### config.mk
export PLATFORM = sky130hd
export DESIGN_NAME = mls_supervisor
export DESIGN_NICKNAME = d
export VERILOG_FILES = /design/src/pkg/mls_pkg.sv /design/src/core/mls_supervisor.sv
export SDC_FILE = /design/constraint.sdc
export NUM_CORES = 1
export LEC_CHECK = 0
export ABC_AREA = 1
export BUFFER_PORTS_ARGS = -buffer_cell sky130_fd_sc_hd__buf_2
export CAP_MARGIN = 10
export CORE_MARGIN = 1
export CORE_UTILIZATION = 50
export CTS_CLUSTER_SIZE = 30
export DETAILED_ROUTE_END_ITERATION = 8
export GPL_TIMING_DRIVEN = 0
export PLACE_DENSITY = 0.69
export SYNTH_ARGS = -nofsm -noshare
export SYNTH_HDL_FRONTEND = slang
export SYNTH_SLANG_ARGS = --single-unit
### constraint.sdc
create_clock -name pclk -period 25 [get_ports pclk]
set_clock_uncertainty 0.2 [all_clocks]
set_input_delay 3.75 -clock pclk [delete_from_list [all_inputs] [get_ports pclk]]
set_output_delay 3.75 -clock pclk [all_outputs]
set_load 0.005 [all_outputs]
### src/pkg/mls_pkg.sv
package mls_pkg;
    // clock and timing, figures in their own units
    localparam int CLK_HZ = 25_000_000; // pclk rate
    localparam int LCK_DET_US = 500; // lock detect duration in us
    localparam int LCK_DET_CYC = LCK_DET_US * (CLK_HZ / 1_000_000);
    localparam int LOCK_OFF_MS = 5000; // off time before a retry in ms
    localparam int LOCK_OFF_CYC = LOCK_OFF_MS * (CLK_HZ / 1_000);
    localparam int BRAKE_UNIT_US = 10; // brake settle step per code in us
    localparam int BRAKE_UNIT_CYC = BRAKE_UNIT_US * (CLK_HZ / 1_000_000);
    // current scaling of the power stage estimate
    localparam int CUR_LSB_MA = 10; // one current count in mA
    localparam int NOMOTOR_MA = 140; // no-motor current floor
    localparam logic [11:0] NOMOTOR_CNT = 12'(NOMOTOR_MA / CUR_LSB_MA);
    localparam int SOFT_LIM_SHIFT = 2; // soft limit code to current counts
    localparam int HARD_TRIP_SHIFT = 6; // trip code to current counts
    localparam int BRAKE_CUR_SHIFT = 4; // brake threshold code to counts
    localparam int EST_SHIFT = 6; // fixed point of products
    // register byte offsets
    localparam logic [11:0] ADDR_CTRL = 12'h000;
    localparam logic [11:0] ADDR_MOTOR = 12'h004;
    localparam logic [11:0] ADDR_ENABLE = 12'h008;
    localparam logic [11:0] ADDR_FAULT = 12'h00C;
    localparam logic [11:0] ADDR_STATUS = 12'h010;
    // field positions
    localparam int CTRL_SOFT_LSB = 0; // soft_current_limit_threshold[3:0]
    localparam int CTRL_HARD_LSB = 4; // hard_current_trip_threshold[2:0]
    localparam int CTRL_WIN_LSB = 8; // constant_window_select[1:0]
    localparam int MOTOR_RES_LSB = 0; // winding_resistance_setting[6:0]
    localparam int MOTOR_KT_LSB = 8; // programmed_bemf_constant[6:0]
    localparam int EN_LOCK_LSB = 0; // lock_scheme_enables[5:0]
    localparam int EN_MECH_BIT = 8; // mechanical_surge_guard_enable
    localparam int EN_IND_BIT = 9; // inductive_surge_guard_enable
    localparam int EN_MODE_BIT = 10; // mechanical_surge_guard_mode
    localparam int EN_SETTLE_LSB = 12; // brake_settle_time_select[2:0]
    localparam int EN_BRKCUR_LSB = 16; // brake_current_threshold[2:0]
    localparam int FLAG_OCP_BIT = 6; // overcurrent_shutdown flag
    // write masks and reset values
    localparam logic [31:0] CTRL_MASK = 32'h0000_037F;
    localparam logic [31:0] MOTOR_MASK = 32'h0000_7F7F;
    localparam logic [31:0] EN_MASK = 32'h0007_773F;
    localparam logic [31:0] CTRL_RST = 32'h0000_0034;
    localparam logic [31:0] MOTOR_RST = 32'h0000_2828;
    localparam logic [31:0] EN_RST = 32'h0001_333F;

    // supervisor states, one hot
    typedef enum logic [3:0] {
        MLS_RUN = 4'b0001,
        MLS_BRAKE = 4'b0010,
        MLS_OFF = 4'b0100,
        MLS_RESTART = 4'b1000
    } mls_state_e;

    // estimates and events from the commutation core and power stage
    typedef struct packed {
        logic closed_loop; // level: closed-loop control
        logic handoff; // pulse: open to closed loop handoff
        logic ol_rate_over; // level: open-loop rate above handoff
        logic bemf_seen; // pulse: bemf detected
        logic elec_cycle; // pulse: one electrical cycle of drive
        logic zero_cross; // pulse: commutation edge
        logic half_cycle; // pulse: new measured constant
        logic ocp_trip; // level: short circuit comparator
        logic vcc_at_24v; // level: supply reached 24 V
        logic [11:0] amp_req; // requested amplitude
        logic [11:0] speed; // electrical speed
        logic signed [11:0] phase_u_cur; // phase u current
        logic [11:0] lowside_cur; // low-side driver current
        logic [11:0] kt_measured; // integrated bemf per half cycle
    } mls_stage_s;

    // commands to the output stage
    typedef struct packed {
        logic drive_en; // phases driven
        logic brake_lowside; // high sides off, all low sides on
        logic hiz; // all phases high impedance
        logic restart; // pulse: start a new spin-up
        logic [11:0] amp_out; // limited amplitude
    } mls_drive_s;
endpackage

### src/core/mls_supervisor.sv
// Design decisions made here: register access over APB and the address map.
`timescale 1ns/1ps
module mls_supervisor #(
    parameter int LCK_DET_CYC = mls_pkg::LCK_DET_CYC,
    parameter int LOCK_OFF_CYC = mls_pkg::LOCK_OFF_CYC,
    parameter int BRAKE_UNIT_CYC = mls_pkg::BRAKE_UNIT_CYC
) (
    input wire logic pclk,
    input wire logic presetn,
    input wire logic psel,
    input wire logic penable,
    input wire logic pwrite,
    input wire logic [11:0] paddr,
    input wire logic [31:0] pwdata,
    output logic [31:0] prdata,
    output logic pready,
    output logic pslverr,
    input wire mls_pkg::mls_stage_s stage,
    output mls_pkg::mls_drive_s drive
);
    import mls_pkg::*;

    logic [31:0] ctrl_reg; // limits and window select
    logic [31:0] motor_reg; // resistance and constant
    logic [31:0] en_reg; // enables and brake settings
    logic [6:0] fault_reg; // lock flags plus overcurrent
    logic [6:0] fault_next;
    mls_state_e state_reg;
    logic [31:0] off_cnt_reg; // off interval counter
    logic [31:0] brk_cnt_reg; // brake settle counter
    logic [11:0] amp_out_reg;
    logic [11:0] amp_next;
    logic [31:0] prdata_reg;
    logic pslverr_reg;
    logic kt_out_reg; // last measured constant outside window
    logic [1:0] ol_stage_reg; // 0 idle, 1 armed, 2 timing, 3 done
    logic [19:0] per_cnt_reg; // cycles since last commutation
    logic [19:0] per_prev_reg; // previous commutation period
    logic [5:0] cond; // lock conditions this cycle
    logic [1:0] dur_raw; // abnormal_speed_flag and abnormal_constant_flag raw conditions
    logic [1:0] dur_hit; // raw held for the detect duration

    // configuration fields
    logic [3:0] soft_thr;
    logic [2:0] hard_thr;
    logic [1:0] win_sel;
    logic [10:0] res_val;
    logic [10:0] kt_val;
    logic [5:0] lock_en;
    logic [2:0] settle_sel;
    logic [2:0] brk_cur;

    // 7-bit code is a 4-bit mantissa shifted left by a 3-bit count
    function automatic logic [10:0] mls_scale(input logic [6:0] code);
        return 11'(code[3:0]) << code[6:4];
    endfunction

    assign soft_thr = ctrl_reg[CTRL_SOFT_LSB +: 4];
    assign hard_thr = ctrl_reg[CTRL_HARD_LSB +: 3];
    assign win_sel = ctrl_reg[CTRL_WIN_LSB +: 2];
    assign res_val = mls_scale(motor_reg[MOTOR_RES_LSB +: 7]);
    assign kt_val = mls_scale(motor_reg[MOTOR_KT_LSB +: 7]);
    assign lock_en = en_reg[EN_LOCK_LSB +: 6];
    assign settle_sel = en_reg[EN_SETTLE_LSB +: 3];
    assign brk_cur = en_reg[EN_BRKCUR_LSB +: 3];

    logic running;
    assign running = (state_reg == MLS_RUN);

    // amplitude path
    logic [5:0] ilim; // limit current in counts
    logic [16:0] prod_ir;
    logic [22:0] prod_kt;
    logic [23:0] vlim_full;
    logic [17:0] vlim; // soft limit amplitude
    logic [16:0] bemf_spd; // bemf from speed and constant
    logic [11:0] capped;
    logic soft_active;
    logic floor_on;
    assign ilim = 6'({2'b00, soft_thr} << SOFT_LIM_SHIFT);
    assign prod_ir = 17'(ilim) * 17'(res_val);
    assign prod_kt = 23'(stage.speed) * 23'(kt_val);
    assign vlim_full = 24'(prod_ir) + 24'(prod_kt);
    assign vlim = 18'(vlim_full >> EST_SHIFT);
    assign bemf_spd = 17'(prod_kt >> EST_SHIFT);
    // no current is measured here; the cap is purely computed
    assign soft_active = stage.closed_loop && (18'(stage.amp_req) > vlim);
    assign capped = soft_active ? vlim[11:0] : stage.amp_req;
    assign floor_on = en_reg[EN_MECH_BIT]
        && (!en_reg[EN_MODE_BIT] || stage.vcc_at_24v);

    // floor wins over the soft cap: a surge is worse than overshoot
    always_comb begin
        amp_next = capped;
        if (floor_on && (17'(capped) < bemf_spd)) begin
            amp_next = (bemf_spd > 17'(12'hFFF)) ? 12'hFFF : bemf_spd[11:0];
        end
    end

    // amplitude register, zero while not driving
    always_ff @(posedge pclk or negedge presetn) begin
        if (!presetn) begin
            amp_out_reg <= 12'h000;
        end else begin
            amp_out_reg <= running ? amp_next : 12'h000;
        end
    end

    // bemf from phase u current: applied amplitude minus i*r
    logic [11:0] abs_iu;
    logic signed [23:0] iu_r;
    logic signed [24:0] bemf_cur;
    logic signed [24:0] amp_far;
    assign abs_iu = stage.phase_u_cur[11] ? 12'(-stage.phase_u_cur) : stage.phase_u_cur;
    assign iu_r = stage.phase_u_cur * $signed({1'b0, res_val});
    assign bemf_cur = $signed(25'(amp_out_reg)) - 25'(iu_r >>> EST_SHIFT);
    assign amp_far = $signed(25'(amp_out_reg) + 25'(amp_out_reg >> 1));

    // constant window around the programmed value
    logic [10:0] win_half;
    logic [11:0] win_lo;
    logic [11:0] win_hi;
    assign win_half = 11'(kt_val >> (3'(win_sel) + 3'd1));
    assign win_lo = 12'(kt_val) - 12'(win_half);
    assign win_hi = 12'(kt_val) + 12'(win_half);

    // latch window result once per half electrical cycle
    always_ff @(posedge pclk or negedge presetn) begin
        if (!presetn) begin
            kt_out_reg <= 1'b0;
        end else if (!running || !stage.closed_loop) begin
            kt_out_reg <= 1'b0;
        end else if (stage.half_cycle) begin
            kt_out_reg <= (stage.kt_measured < win_lo)
                || (stage.kt_measured > win_hi);
        end
    end

    assign dur_raw[0] = running && stage.closed_loop && (bemf_cur > amp_far);
    assign dur_raw[1] = running && kt_out_reg;

    // sustained-condition timers for abnormal_speed_flag and abnormal_constant_flag
    genvar gi;
    generate
        for (gi = 0; gi < 2; gi++) begin : g_dur
            logic [31:0] cnt_reg;
            always_ff @(posedge pclk or negedge presetn) begin
                if (!presetn) begin
                    cnt_reg <= 32'h0000_0000;
                end else if (!dur_raw[gi]) begin
                    cnt_reg <= 32'h0000_0000;
                end else if (cnt_reg < 32'(LCK_DET_CYC)) begin
                    cnt_reg <= cnt_reg + 32'h0000_0001;
                end
            end
            assign dur_hit[gi] = dur_raw[gi] && (cnt_reg >= 32'(LCK_DET_CYC) - 32'h0000_0001);
        end
    endgenerate

    // open-loop stuck: arm at rate threshold, time one full cycle
    always_ff @(posedge pclk or negedge presetn) begin
        if (!presetn) begin
            ol_stage_reg <= 2'b00;
        end else if (!running || stage.closed_loop) begin
            ol_stage_reg <= 2'b00;
        end else if (stage.bemf_seen) begin
            ol_stage_reg <= 2'b11; // bemf found, start is healthy
        end else if (ol_stage_reg == 2'b00 && stage.ol_rate_over) begin
            ol_stage_reg <= 2'b01;
        end else if (ol_stage_reg == 2'b01 && stage.elec_cycle) begin
            ol_stage_reg <= 2'b10; // a partial first cycle is not counted
        end
    end

    // closed-loop commutation period tracking
    always_ff @(posedge pclk or negedge presetn) begin
        if (!presetn) begin
            per_cnt_reg <= 20'h0_0000;
            per_prev_reg <= 20'h0_0000;
        end else if (!running || !stage.closed_loop) begin
            per_cnt_reg <= 20'h0_0000;
            per_prev_reg <= 20'h0_0000;
        end else if (stage.zero_cross) begin
            per_prev_reg <= per_cnt_reg;
            per_cnt_reg <= 20'h0_0000;
        end else if (per_cnt_reg != 20'hF_FFFF) begin
            per_cnt_reg <= per_cnt_reg + 20'h0_0001;
        end
    end

    // conditions; flags follow these regardless of enables
    assign cond[0] = running
        && (stage.lowside_cur > 12'((12'(hard_thr) + 12'h001) << HARD_TRIP_SHIFT));
    assign cond[1] = dur_hit[0];
    assign cond[2] = dur_hit[1];
    assign cond[3] = running && stage.handoff && (abs_iu <= NOMOTOR_CNT);
    assign cond[4] = running && (ol_stage_reg == 2'b10) && stage.elec_cycle
        && !stage.bemf_seen;
    assign cond[5] = running && stage.closed_loop && (per_prev_reg != 20'h0_0000)
        && (21'(per_cnt_reg) > {per_prev_reg, 1'b0});

    // one shared trip: enabled lock or overcurrent, never the soft cap
    logic trip;
    assign trip = running && ((|(cond & lock_en)) || stage.ocp_trip);

    // set wins over the restart clear
    assign fault_next = ((state_reg == MLS_RESTART) ? 7'h00 : fault_reg)
        | {stage.ocp_trip, cond};

    always_ff @(posedge pclk or negedge presetn) begin
        if (!presetn) begin
            fault_reg <= 7'h00;
        end else begin
            fault_reg <= fault_next;
        end
    end

    // brake exit condition
    logic brk_quiet;
    logic [31:0] brk_target;
    assign brk_quiet = abs_iu < 12'((12'(brk_cur) + 12'h001) << BRAKE_CUR_SHIFT);
    assign brk_target = 32'(BRAKE_UNIT_CYC) * 32'(settle_sel);

    // fault sequencer
    always_ff @(posedge pclk or negedge presetn) begin
        if (!presetn) begin
            state_reg <= MLS_RUN;
        end else begin
            unique case (state_reg)
                MLS_RUN: begin
                    if (trip) begin
                        // code 000 means no brake at all
                        state_reg <= (en_reg[EN_IND_BIT] && settle_sel != 3'b000)
                            ? MLS_BRAKE : MLS_OFF;
                    end
                end
                MLS_BRAKE: begin
                    if (brk_quiet && brk_cnt_reg + 32'h0000_0001 >= brk_target) begin
                        state_reg <= MLS_OFF;
                    end
                end
                MLS_OFF: begin
                    if (off_cnt_reg >= 32'(LOCK_OFF_CYC) - 32'h0000_0001) begin
                        state_reg <= MLS_RESTART;
                    end
                end
                MLS_RESTART: begin
                    state_reg <= MLS_RUN;
                end
            endcase
        end
    end

    // brake settle timer restarts whenever current rises again
    always_ff @(posedge pclk or negedge presetn) begin
        if (!presetn) begin
            brk_cnt_reg <= 32'h0000_0000;
        end else if (state_reg != MLS_BRAKE || !brk_quiet) begin
            brk_cnt_reg <= 32'h0000_0000;
        end else begin
            brk_cnt_reg <= brk_cnt_reg + 32'h0000_0001;
        end
    end

    // off interval timer
    always_ff @(posedge pclk or negedge presetn) begin
        if (!presetn) begin
            off_cnt_reg <= 32'h0000_0000;
        end else if (state_reg != MLS_OFF) begin
            off_cnt_reg <= 32'h0000_0000;
        end else begin
            off_cnt_reg <= off_cnt_reg + 32'h0000_0001;
        end
    end

    assign drive.drive_en = running;
    assign drive.brake_lowside = (state_reg == MLS_BRAKE);
    assign drive.hiz = (state_reg == MLS_OFF) || (state_reg == MLS_RESTART);
    assign drive.restart = (state_reg == MLS_RESTART);
    assign drive.amp_out = amp_out_reg;

    // apb: zero wait, data latched in the setup phase
    logic wr_en;
    logic mapped;
    logic [31:0] rd_mux;
    assign wr_en = psel && penable && pwrite;
    assign mapped = (paddr == ADDR_CTRL) || (paddr == ADDR_MOTOR) || (paddr == ADDR_ENABLE)
        || (paddr == ADDR_FAULT) || (paddr == ADDR_STATUS);

    always_comb begin
        unique case (paddr)
            ADDR_CTRL: rd_mux = ctrl_reg;
            ADDR_MOTOR: rd_mux = motor_reg;
            ADDR_ENABLE: rd_mux = en_reg;
            ADDR_FAULT: rd_mux = 32'(fault_reg);
            ADDR_STATUS: rd_mux = {12'h000, amp_out_reg, 2'b00, soft_active,
                stage.closed_loop, 4'(state_reg)};
            default: rd_mux = 32'h0000_0000;
        endcase
    end

    // configuration writes; fault and status are read only
    always_ff @(posedge pclk or negedge presetn) begin
        if (!presetn) begin
            ctrl_reg <= CTRL_RST;
            motor_reg <= MOTOR_RST;
            en_reg <= EN_RST;
        end else if (wr_en) begin
            if (paddr == ADDR_CTRL) ctrl_reg <= pwdata & CTRL_MASK;
            if (paddr == ADDR_MOTOR) motor_reg <= pwdata & MOTOR_MASK;
            if (paddr == ADDR_ENABLE) en_reg <= pwdata & EN_MASK;
        end
    end

    // read data and error captured at setup, held through access
    always_ff @(posedge pclk or negedge presetn) begin
        if (!presetn) begin
            prdata_reg <= 32'h0000_0000;
            pslverr_reg <= 1'b0;
        end else if (psel && !penable) begin
            prdata_reg <= pwrite ? 32'h0000_0000 : rd_mux;
            pslverr_reg <= !mapped;
        end
    end

    assign prdata = prdata_reg;
    assign pslverr = pslverr_reg && psel && penable;
    assign pready = 1'b1;
endmodule // mls_supervisor

# Word level (Yosys, flattened, before mapping)
# Cells that the tools add are included.
classes:
  n_reduce_logical: 57
  bitwise: 2
  mul: 4
  n_lt_le_gt_ge: 16
  n_mux: 30
  shift: 3
  add_sub_neg: 14
  n_eq_ne: 18
op_table:
  columns: ["cell", "count"]
  rows:
  - ["$mux W32", 6]
  - ["$add A32 B1 Y32 const B", 4]
  - ["$mux W20", 6]
  - ["$pmux W20 S5", 1]
  - ["$ge A32 B14 Y1 const B", 2]
  - ["$lt A32 B14 Y1 const B", 2]
  - ["$mux W12", 5]
  - ["$ge A32 B11 Y1", 1]
  - ["$ge A32 B27 Y1 const B", 1]
  - ["$logic_and A1 B1 Y1", 26]
  - ["$add A17 B23 Y24", 1]
  - ["$eq A12 B4 Y1 const B", 2]
  - ["$mul A12 B12 Y24", 1]
  - ["$mul A12 B11 Y23", 1]
  - ["$shl A4 B3 Y11", 2]
  - ["$gt A20 B21 Y1", 1]
  - ["$add A20 B1 Y20 const B", 1]
  - ["$ne A20 B20 Y1 const B", 1]
  - ["$reduce_bool A20 Y1", 1]
  - ["$gt A19 B14 Y1", 1]
  - ["$sub A13 B18 Y19", 1]
  - ["$gt A12 B18 Y1", 1]
  - ["$gt A17 B12 Y1 const B", 1]
  - ["$lt A12 B17 Y1", 1]
  - ["other kinds (44)", 74]
word_totals:
  out_inout_bits: 50
  input_bits: 118
  word_cells: 160
  register_bits: 265

# Longest topological paths before layout
logic_depth:
  word_depth: 12
  mapped_depth: 60

# Worst setup path after synthesis
# Ideal clock, no wire load.
synth_path:
  kind: "input to register"
  start: "input stage[44] in the netlist's numbering"
  end: "register amp_out_reg[1]"
  cell_stages: 48
  setup_slack_ns: 13.131
  arrival_time_ns: 11.597
  path_cell_list: "buf_1 nand2_1 fa_1 fa_1 inv_1 fa_1 fa_1 inv_1 fa_1 inv_1 ha_1 nand2_1 nor2_1 inv_2 nor2_1 a21oi_1 xnor2_1 ha_1 (+12 left out) nor2_1 nand3_1 nor2_1 nand3_2 clkbuf_1 nand2_1 o21a_1 inv_1 ha_1 nand2_1 o21ai_0 a21oi_1 o31ai_1 inv_1 buf_2 nand4_1 nand2_1 nor2_1"
synth_via:
  elab_chain_cells: 9
  word_cells_on_any_way: 11
  classes_between: "add/sub: 1; mul: 1; order compare: 3; mux: 4; reduce/logical: 2"
synth_lines:
  columns: ["item", "line", "source"]
  rows:
  - ["from (decl)", "mls_supervisor.sv:18", "input wire mls_pkg::mls_stage_s stage,"]
  - ["$mul A12 B11 Y23 *", "mls_supervisor.sv:82", "assign prod_kt = 23'(stage.speed) * 23'(kt_val);"]
  - ["$add A17 B23 Y24", "mls_supervisor.sv:83", "assign vlim_full = 24'(prod_ir) + 24'(prod_kt);"]
  - ["$gt A12 B18 Y1", "mls_supervisor.sv:87", "assign soft_active = stage.closed_loop && (18'(stage.amp_req) > vlim);"]
  - ["$logic_and A1 B1 Y1", "mls_supervisor.sv:87", null]
  - ["$mux W12", "mls_supervisor.sv:88", "assign capped = soft_active ? vlim[11:0] : stage.amp_req;"]
  - ["$lt A12 B17 Y1", "mls_supervisor.sv:95", "if (floor_on && (17'(capped) < bemf_spd)) begin"]
  - ["$logic_and A1 B1 Y1", "mls_supervisor.sv:95", null]
  - ["$mux W12 *", "mls_supervisor.sv:95", null]
  - ["$mux W12 *", "mls_supervisor.sv:105", "amp_out_reg <= running ? amp_next : 12'h000;"]
  - ["to (signal assigned)", "mls_supervisor.sv:105", null]
  - ["to (decl)", "mls_supervisor.sv:31", "logic [11:0] amp_out_reg;"]
# Every way passes the cells marked *; elsewhere a longest branch is shown, timed or not.
# A chain may end at the register's enable or synchronous reset.

# Final worst setup path
layout_path:
  start: "input stage[39] in the netlist's numbering"
  end: "register amp_out_reg[1]"
# The elaborated chain is that of the path after synthesis.

==> impl_metrics.sql <==
INSERT INTO impl_metrics (metric_group, metric, value, unit) VALUES
('outcome', 'run_status', 'complete, no violations', ''),
('yosys', 'yosysSeqAreaShare', '0.2193', ''),
('timing', 'report.final.slew_viol_count', '0', ''),
('yosys', 'ys_async_sr_fraction', '1.000', ''),
('cts', 'clock_tree_from_tritoncts', 'built', ''),
('yosys', 'synth_ff_type', 'sky130_fd_sc_hd__dfrtp_1', ''),
('critical_path', 'timing.critical_path.mode_cell', 'sky130_fd_sc_hd__nor2_1', ''),
('global_route', 'grt_pass1_wl', '124.5', 'mm'),
('yosys', 'syn-cell-area', '0.02886', 'mm²'),
('critical_path', 'worst_path_cell_with_the_longest_stage_delay', 'sky130_fd_sc_hd__fa_1', ''),
('timing', 'post-route-period-util', '0.5327', ''),
('cts', 'hold_buffers', '0', ''),
('timing', 'final_hold_viol_count', '0', ''),
('placed_design', 'dp_cells', '4733', ''),
('critical_path', 'arrival', '13.52', 'ns'),
('floorplanning', 'chipHeight', '242.3', 'µm'),
('placed_design', 'dp_hpwl', '62.17', 'mm'),
('cells_and_area', 'fillCellCount', '5480', ''),
('route', 'postRouteWirelength', '74.99', 'mm'),
('cells_and_area', 'drive_above_1_share', '0.06900', ''),
('floorplanning', 'floorplan.core_area', '0.05671', 'mm²'),
('global_route', 'first_global_vias', '24829', ''),
('cells_and_area', 'finish.cell_count_without_fillers', '4788', ''),
('floorplanning', 'floorplan.initialDensity', '0.5089', ''),
('critical_path', 'crit_start', 'stage[39]', ''),
('cts', 'max_root_sink_buffers', '3', ''),
('critical_path', 'critical_path.endpoint_type', 'register', ''),
('yosys', 'postSynthAreaPerCell', '7.533', 'µm²'),
('cells_and_area', 'final_design_area_no_fill', '0.03168', 'mm²'),
('yosys', 'synthesis.instances', '3831', ''),
('cts', 'clock-sinks', '252', ''),
('placed_design', 'io_buffers', '132', ''),
('placed_design', 'dpl_cell_area', '0.03058', 'mm²'),
('cells_and_area', 'most_common_cell_after_layout_fill_and_taps_aside', 'sky130_fd_sc_hd__inv_1', ''),
('route', 'dr.pass1.iters', '5', ''),
('timing', 'setup_repair_after_global_routing_missed_its_margin', 'false', ''),
('cts', 'clk_transition_reported_paths', '0.06', 'ns'),
('cts', 'postCtsSetupRepairBufs', '0', ''),
('cells_and_area', 'commonest_cells_after_routing_fill_and_taps_aside', '774 x sky130_fd_sc_hd__inv_1, 669 x sky130_fd_sc_hd__nand2_1, 460 x sky130_fd_sc_hd__nor2_1, 302 x sky130_fd_sc_hd__ha_1, 239 x sky130_fd_sc_hd__fa_1', ''),
('floorplanning', 'die_width', '242.3', 'µm'),
('placed_design', 'detailedPlace.worstSlack', '11.31', 'ns'),
('critical_path', 'rr_endpoint', 'amp_out_reg[1]', ''),
('worst_hold_path', 'worst_hold_path.num_cells', '2', ''),
('floorplanning', 'rows', '87', ''),
('timing', 'post-route-worst-setup-slack', '11.68', 'ns'),
('cells_and_area', 'flow.area_growth_from_synthesis', '9.755', '%'),
('timing', 'setup_viol', '0', ''),
('global_route', 'track_usage', '0.2597', ''),
('cts', 'clock_insertion_delay_worst_skew', '0.56', 'ns'),
('route', 'drc', '0', ''),
('route', 'route.vias.total', '25119', ''),
('cts', 'htreeDepth', '1', ''),
('critical_path', 'worstReg2RegStart', 'motor_reg[13]', ''),
('critical_path', 'critical_path_class', 'in2reg', ''),
('global_route', 'grt_antenna_before_repair', '5', ''),
('cts', 'tritoncts.num_buffers', '28', ''),
('cts', 'library_cell_used_as_clock_root_buffer', 'sky130_fd_sc_hd__clkbuf_16', ''),
('cells_and_area', 'nets', '4666', ''),
('critical_path', 'critical_path.max_fanout', '10', ''),
('power_and_ir_drop', 'power_density', '30.53', 'mW/mm²'),
('critical_path', 'worst_setup_path_start_kind', 'primary input', ''),
('cells_and_area', 'largest_register_ff_count', '64', ''),
('cts', 'post_cts.resized_instances', '0', ''),
('floorplanning', 'die-area', '0.05869', 'mm²'),
('cells_and_area', 'layout.core_utilization', '0.5585', ''),
('route', 'detailed_route_vias_per_instance', '5.246', ''),
('timing', 'slew_headroom', '0.1498', ''),
('critical_path', 'critPathMaxStageDelay', '0.55', 'ns'),
('timing', 'post-route-min-period', '13.32', 'ns'),
('power_and_ir_drop', 'p_leak', '16.08', 'nW'),
('flow_run', 'max-cap-violations', '0', '');
synth_stat cells, types with 4 or more instances:
master                     count  area (µm²)
sky130_fd_sc_hd__a211oi_1     13       97.59
sky130_fd_sc_hd__a21o_1        7       52.55
sky130_fd_sc_hd__a21oi_1     188       940.9
sky130_fd_sc_hd__a221oi_1      7       61.31
sky130_fd_sc_hd__a22o_1        5       43.79
sky130_fd_sc_hd__a31oi_1      15       93.84
sky130_fd_sc_hd__and2_1        4       25.02
sky130_fd_sc_hd__and3_1        6       37.54
sky130_fd_sc_hd__buf_1         4       15.01
sky130_fd_sc_hd__buf_2         5       25.02
sky130_fd_sc_hd__buf_4        17       127.6
sky130_fd_sc_hd__clkbuf_1     58       217.7
sky130_fd_sc_hd__clkinv_1      7       26.28
sky130_fd_sc_hd__dfrtp_1     233        5831
sky130_fd_sc_hd__dfstp_2      19       499.2
sky130_fd_sc_hd__fa_1        239        4785
sky130_fd_sc_hd__ha_1        302        3779
sky130_fd_sc_hd__inv_1       774        2905
sky130_fd_sc_hd__inv_2        11       41.29
sky130_fd_sc_hd__mux2_2        4       45.04
sky130_fd_sc_hd__nand2_1     669        2511
sky130_fd_sc_hd__nand2_2       9       56.30
sky130_fd_sc_hd__nand3_1     138       690.7
sky130_fd_sc_hd__nand3_2       4       40.04
sky130_fd_sc_hd__nand3b_1      4       30.03
sky130_fd_sc_hd__nand4_1      67       419.2
sky130_fd_sc_hd__nor2_1      460        1727
sky130_fd_sc_hd__nor2_2        6       37.54
sky130_fd_sc_hd__nor3_1       73       365.4
sky130_fd_sc_hd__nor3b_1      10       75.07
sky130_fd_sc_hd__nor4_1       30       187.7
sky130_fd_sc_hd__o211ai_1     11       82.58
sky130_fd_sc_hd__o21a_1       12       90.09
sky130_fd_sc_hd__o21ai_0     185       925.9
sky130_fd_sc_hd__o21ai_1       8       40.04
sky130_fd_sc_hd__o21bai_1     18       135.1
sky130_fd_sc_hd__o22ai_1      15       93.84
sky130_fd_sc_hd__o31ai_1      10       75.07
sky130_fd_sc_hd__or2_2         4       25.02
sky130_fd_sc_hd__xnor2_1      54       473.0
sky130_fd_sc_hd__xor2_1       88       770.7
worst min-delay path by stage:
| stage | startpoint | endpoint | slack [ns] |
|---|---|---|---|
| floorplan | pslverr_reg | pslverr_reg | 0.25 |
| global placement | prdata[0] | prdata[0] | 0.26 |
| detailed placement | prdata[1] | prdata[1] | 0.27 |
| CTS | prdata[2] | prdata[2] | 0.28 |
| global route | g_dur[1].cnt_reg[21] | g_dur[1].cnt_reg[21] | 0.31 |
| finish | prdata[2] | prdata[2] | 0.28 |
cells by family after synthesis:
kind of cell,count (synthesis),share of synthesized area
AO/OA/AOI/OAI,515,0.1012
buffers and inverters,880,0.1177
multiplexers,4,0.001561
other,2,0.0002602
adder cells (fa/ha/maj),541,0.2967
flip-flops,252,0.2193
AND/OR/NAND/NOR,1495,0.2201
XOR/XNOR,142,0.04309
area by class of cell:
class | instances | area, µm² | share of cell area
antenna | 3 | 7.507 | 0.0002370
buffer | 87 | 419.2 | 0.01323
clock buffer | 34 | 773.2 | 0.02441
clock inverter | 18 | 317.8 | 0.01003
inverter | 793 | 2979 | 0.09405
multi-input combinational | 2711 | 19180 | 0.6054
sequential | 252 | 6330 | 0.1998
tap | 756 | 945.9 | 0.02986
timing repair buffer | 134 | 725.7 | 0.02291
report_power, final:
group          total [mW]  switching, mW  internal, mW  leakage, nW
Clock               0.478          0.174         0.304        0.524
Sequential          0.411        0.00141         0.410         3.40
Combinational      0.0782         0.0525        0.0257         12.2
Total               0.967          0.228         0.739         16.1
critical path: cells and delay by family:
| family | cells | cell delay (ns) |
|---|---|---|
| AO/OA/AOI/OAI | 8 | 1.13 |
| XOR/XNOR | 2 | 0.56 |
| adder cells (fa/ha/maj) | 9 | 3.93 |
| buffers and inverters | 10 | 1.26 |
| AND/OR/NAND/NOR | 21 | 2.89 |
metal layers:
metal | global-route usage | wire length (µm) | up-vias
met2 | 0.4234 | 34410 | 580
met4 | 0.08991 | 2645 | 4
met3 | 0.03113 | 3839 | 145
met1 | 0.3569 | 34080 | 11956
li1 | - | - | 12434
met5 | 0 | 19 | -
metrics by stage:
stage                     hold slack [ns]  power [mW]
after floorplan                    0.2462      0.4594
after global placement             0.2607      0.4941
after detailed placement           0.2658      0.4963
after CTS                          0.2823      0.9755
after global routing               0.3051       1.003
final                              0.2837      0.9669
Power figures use the tool's default switching activity.
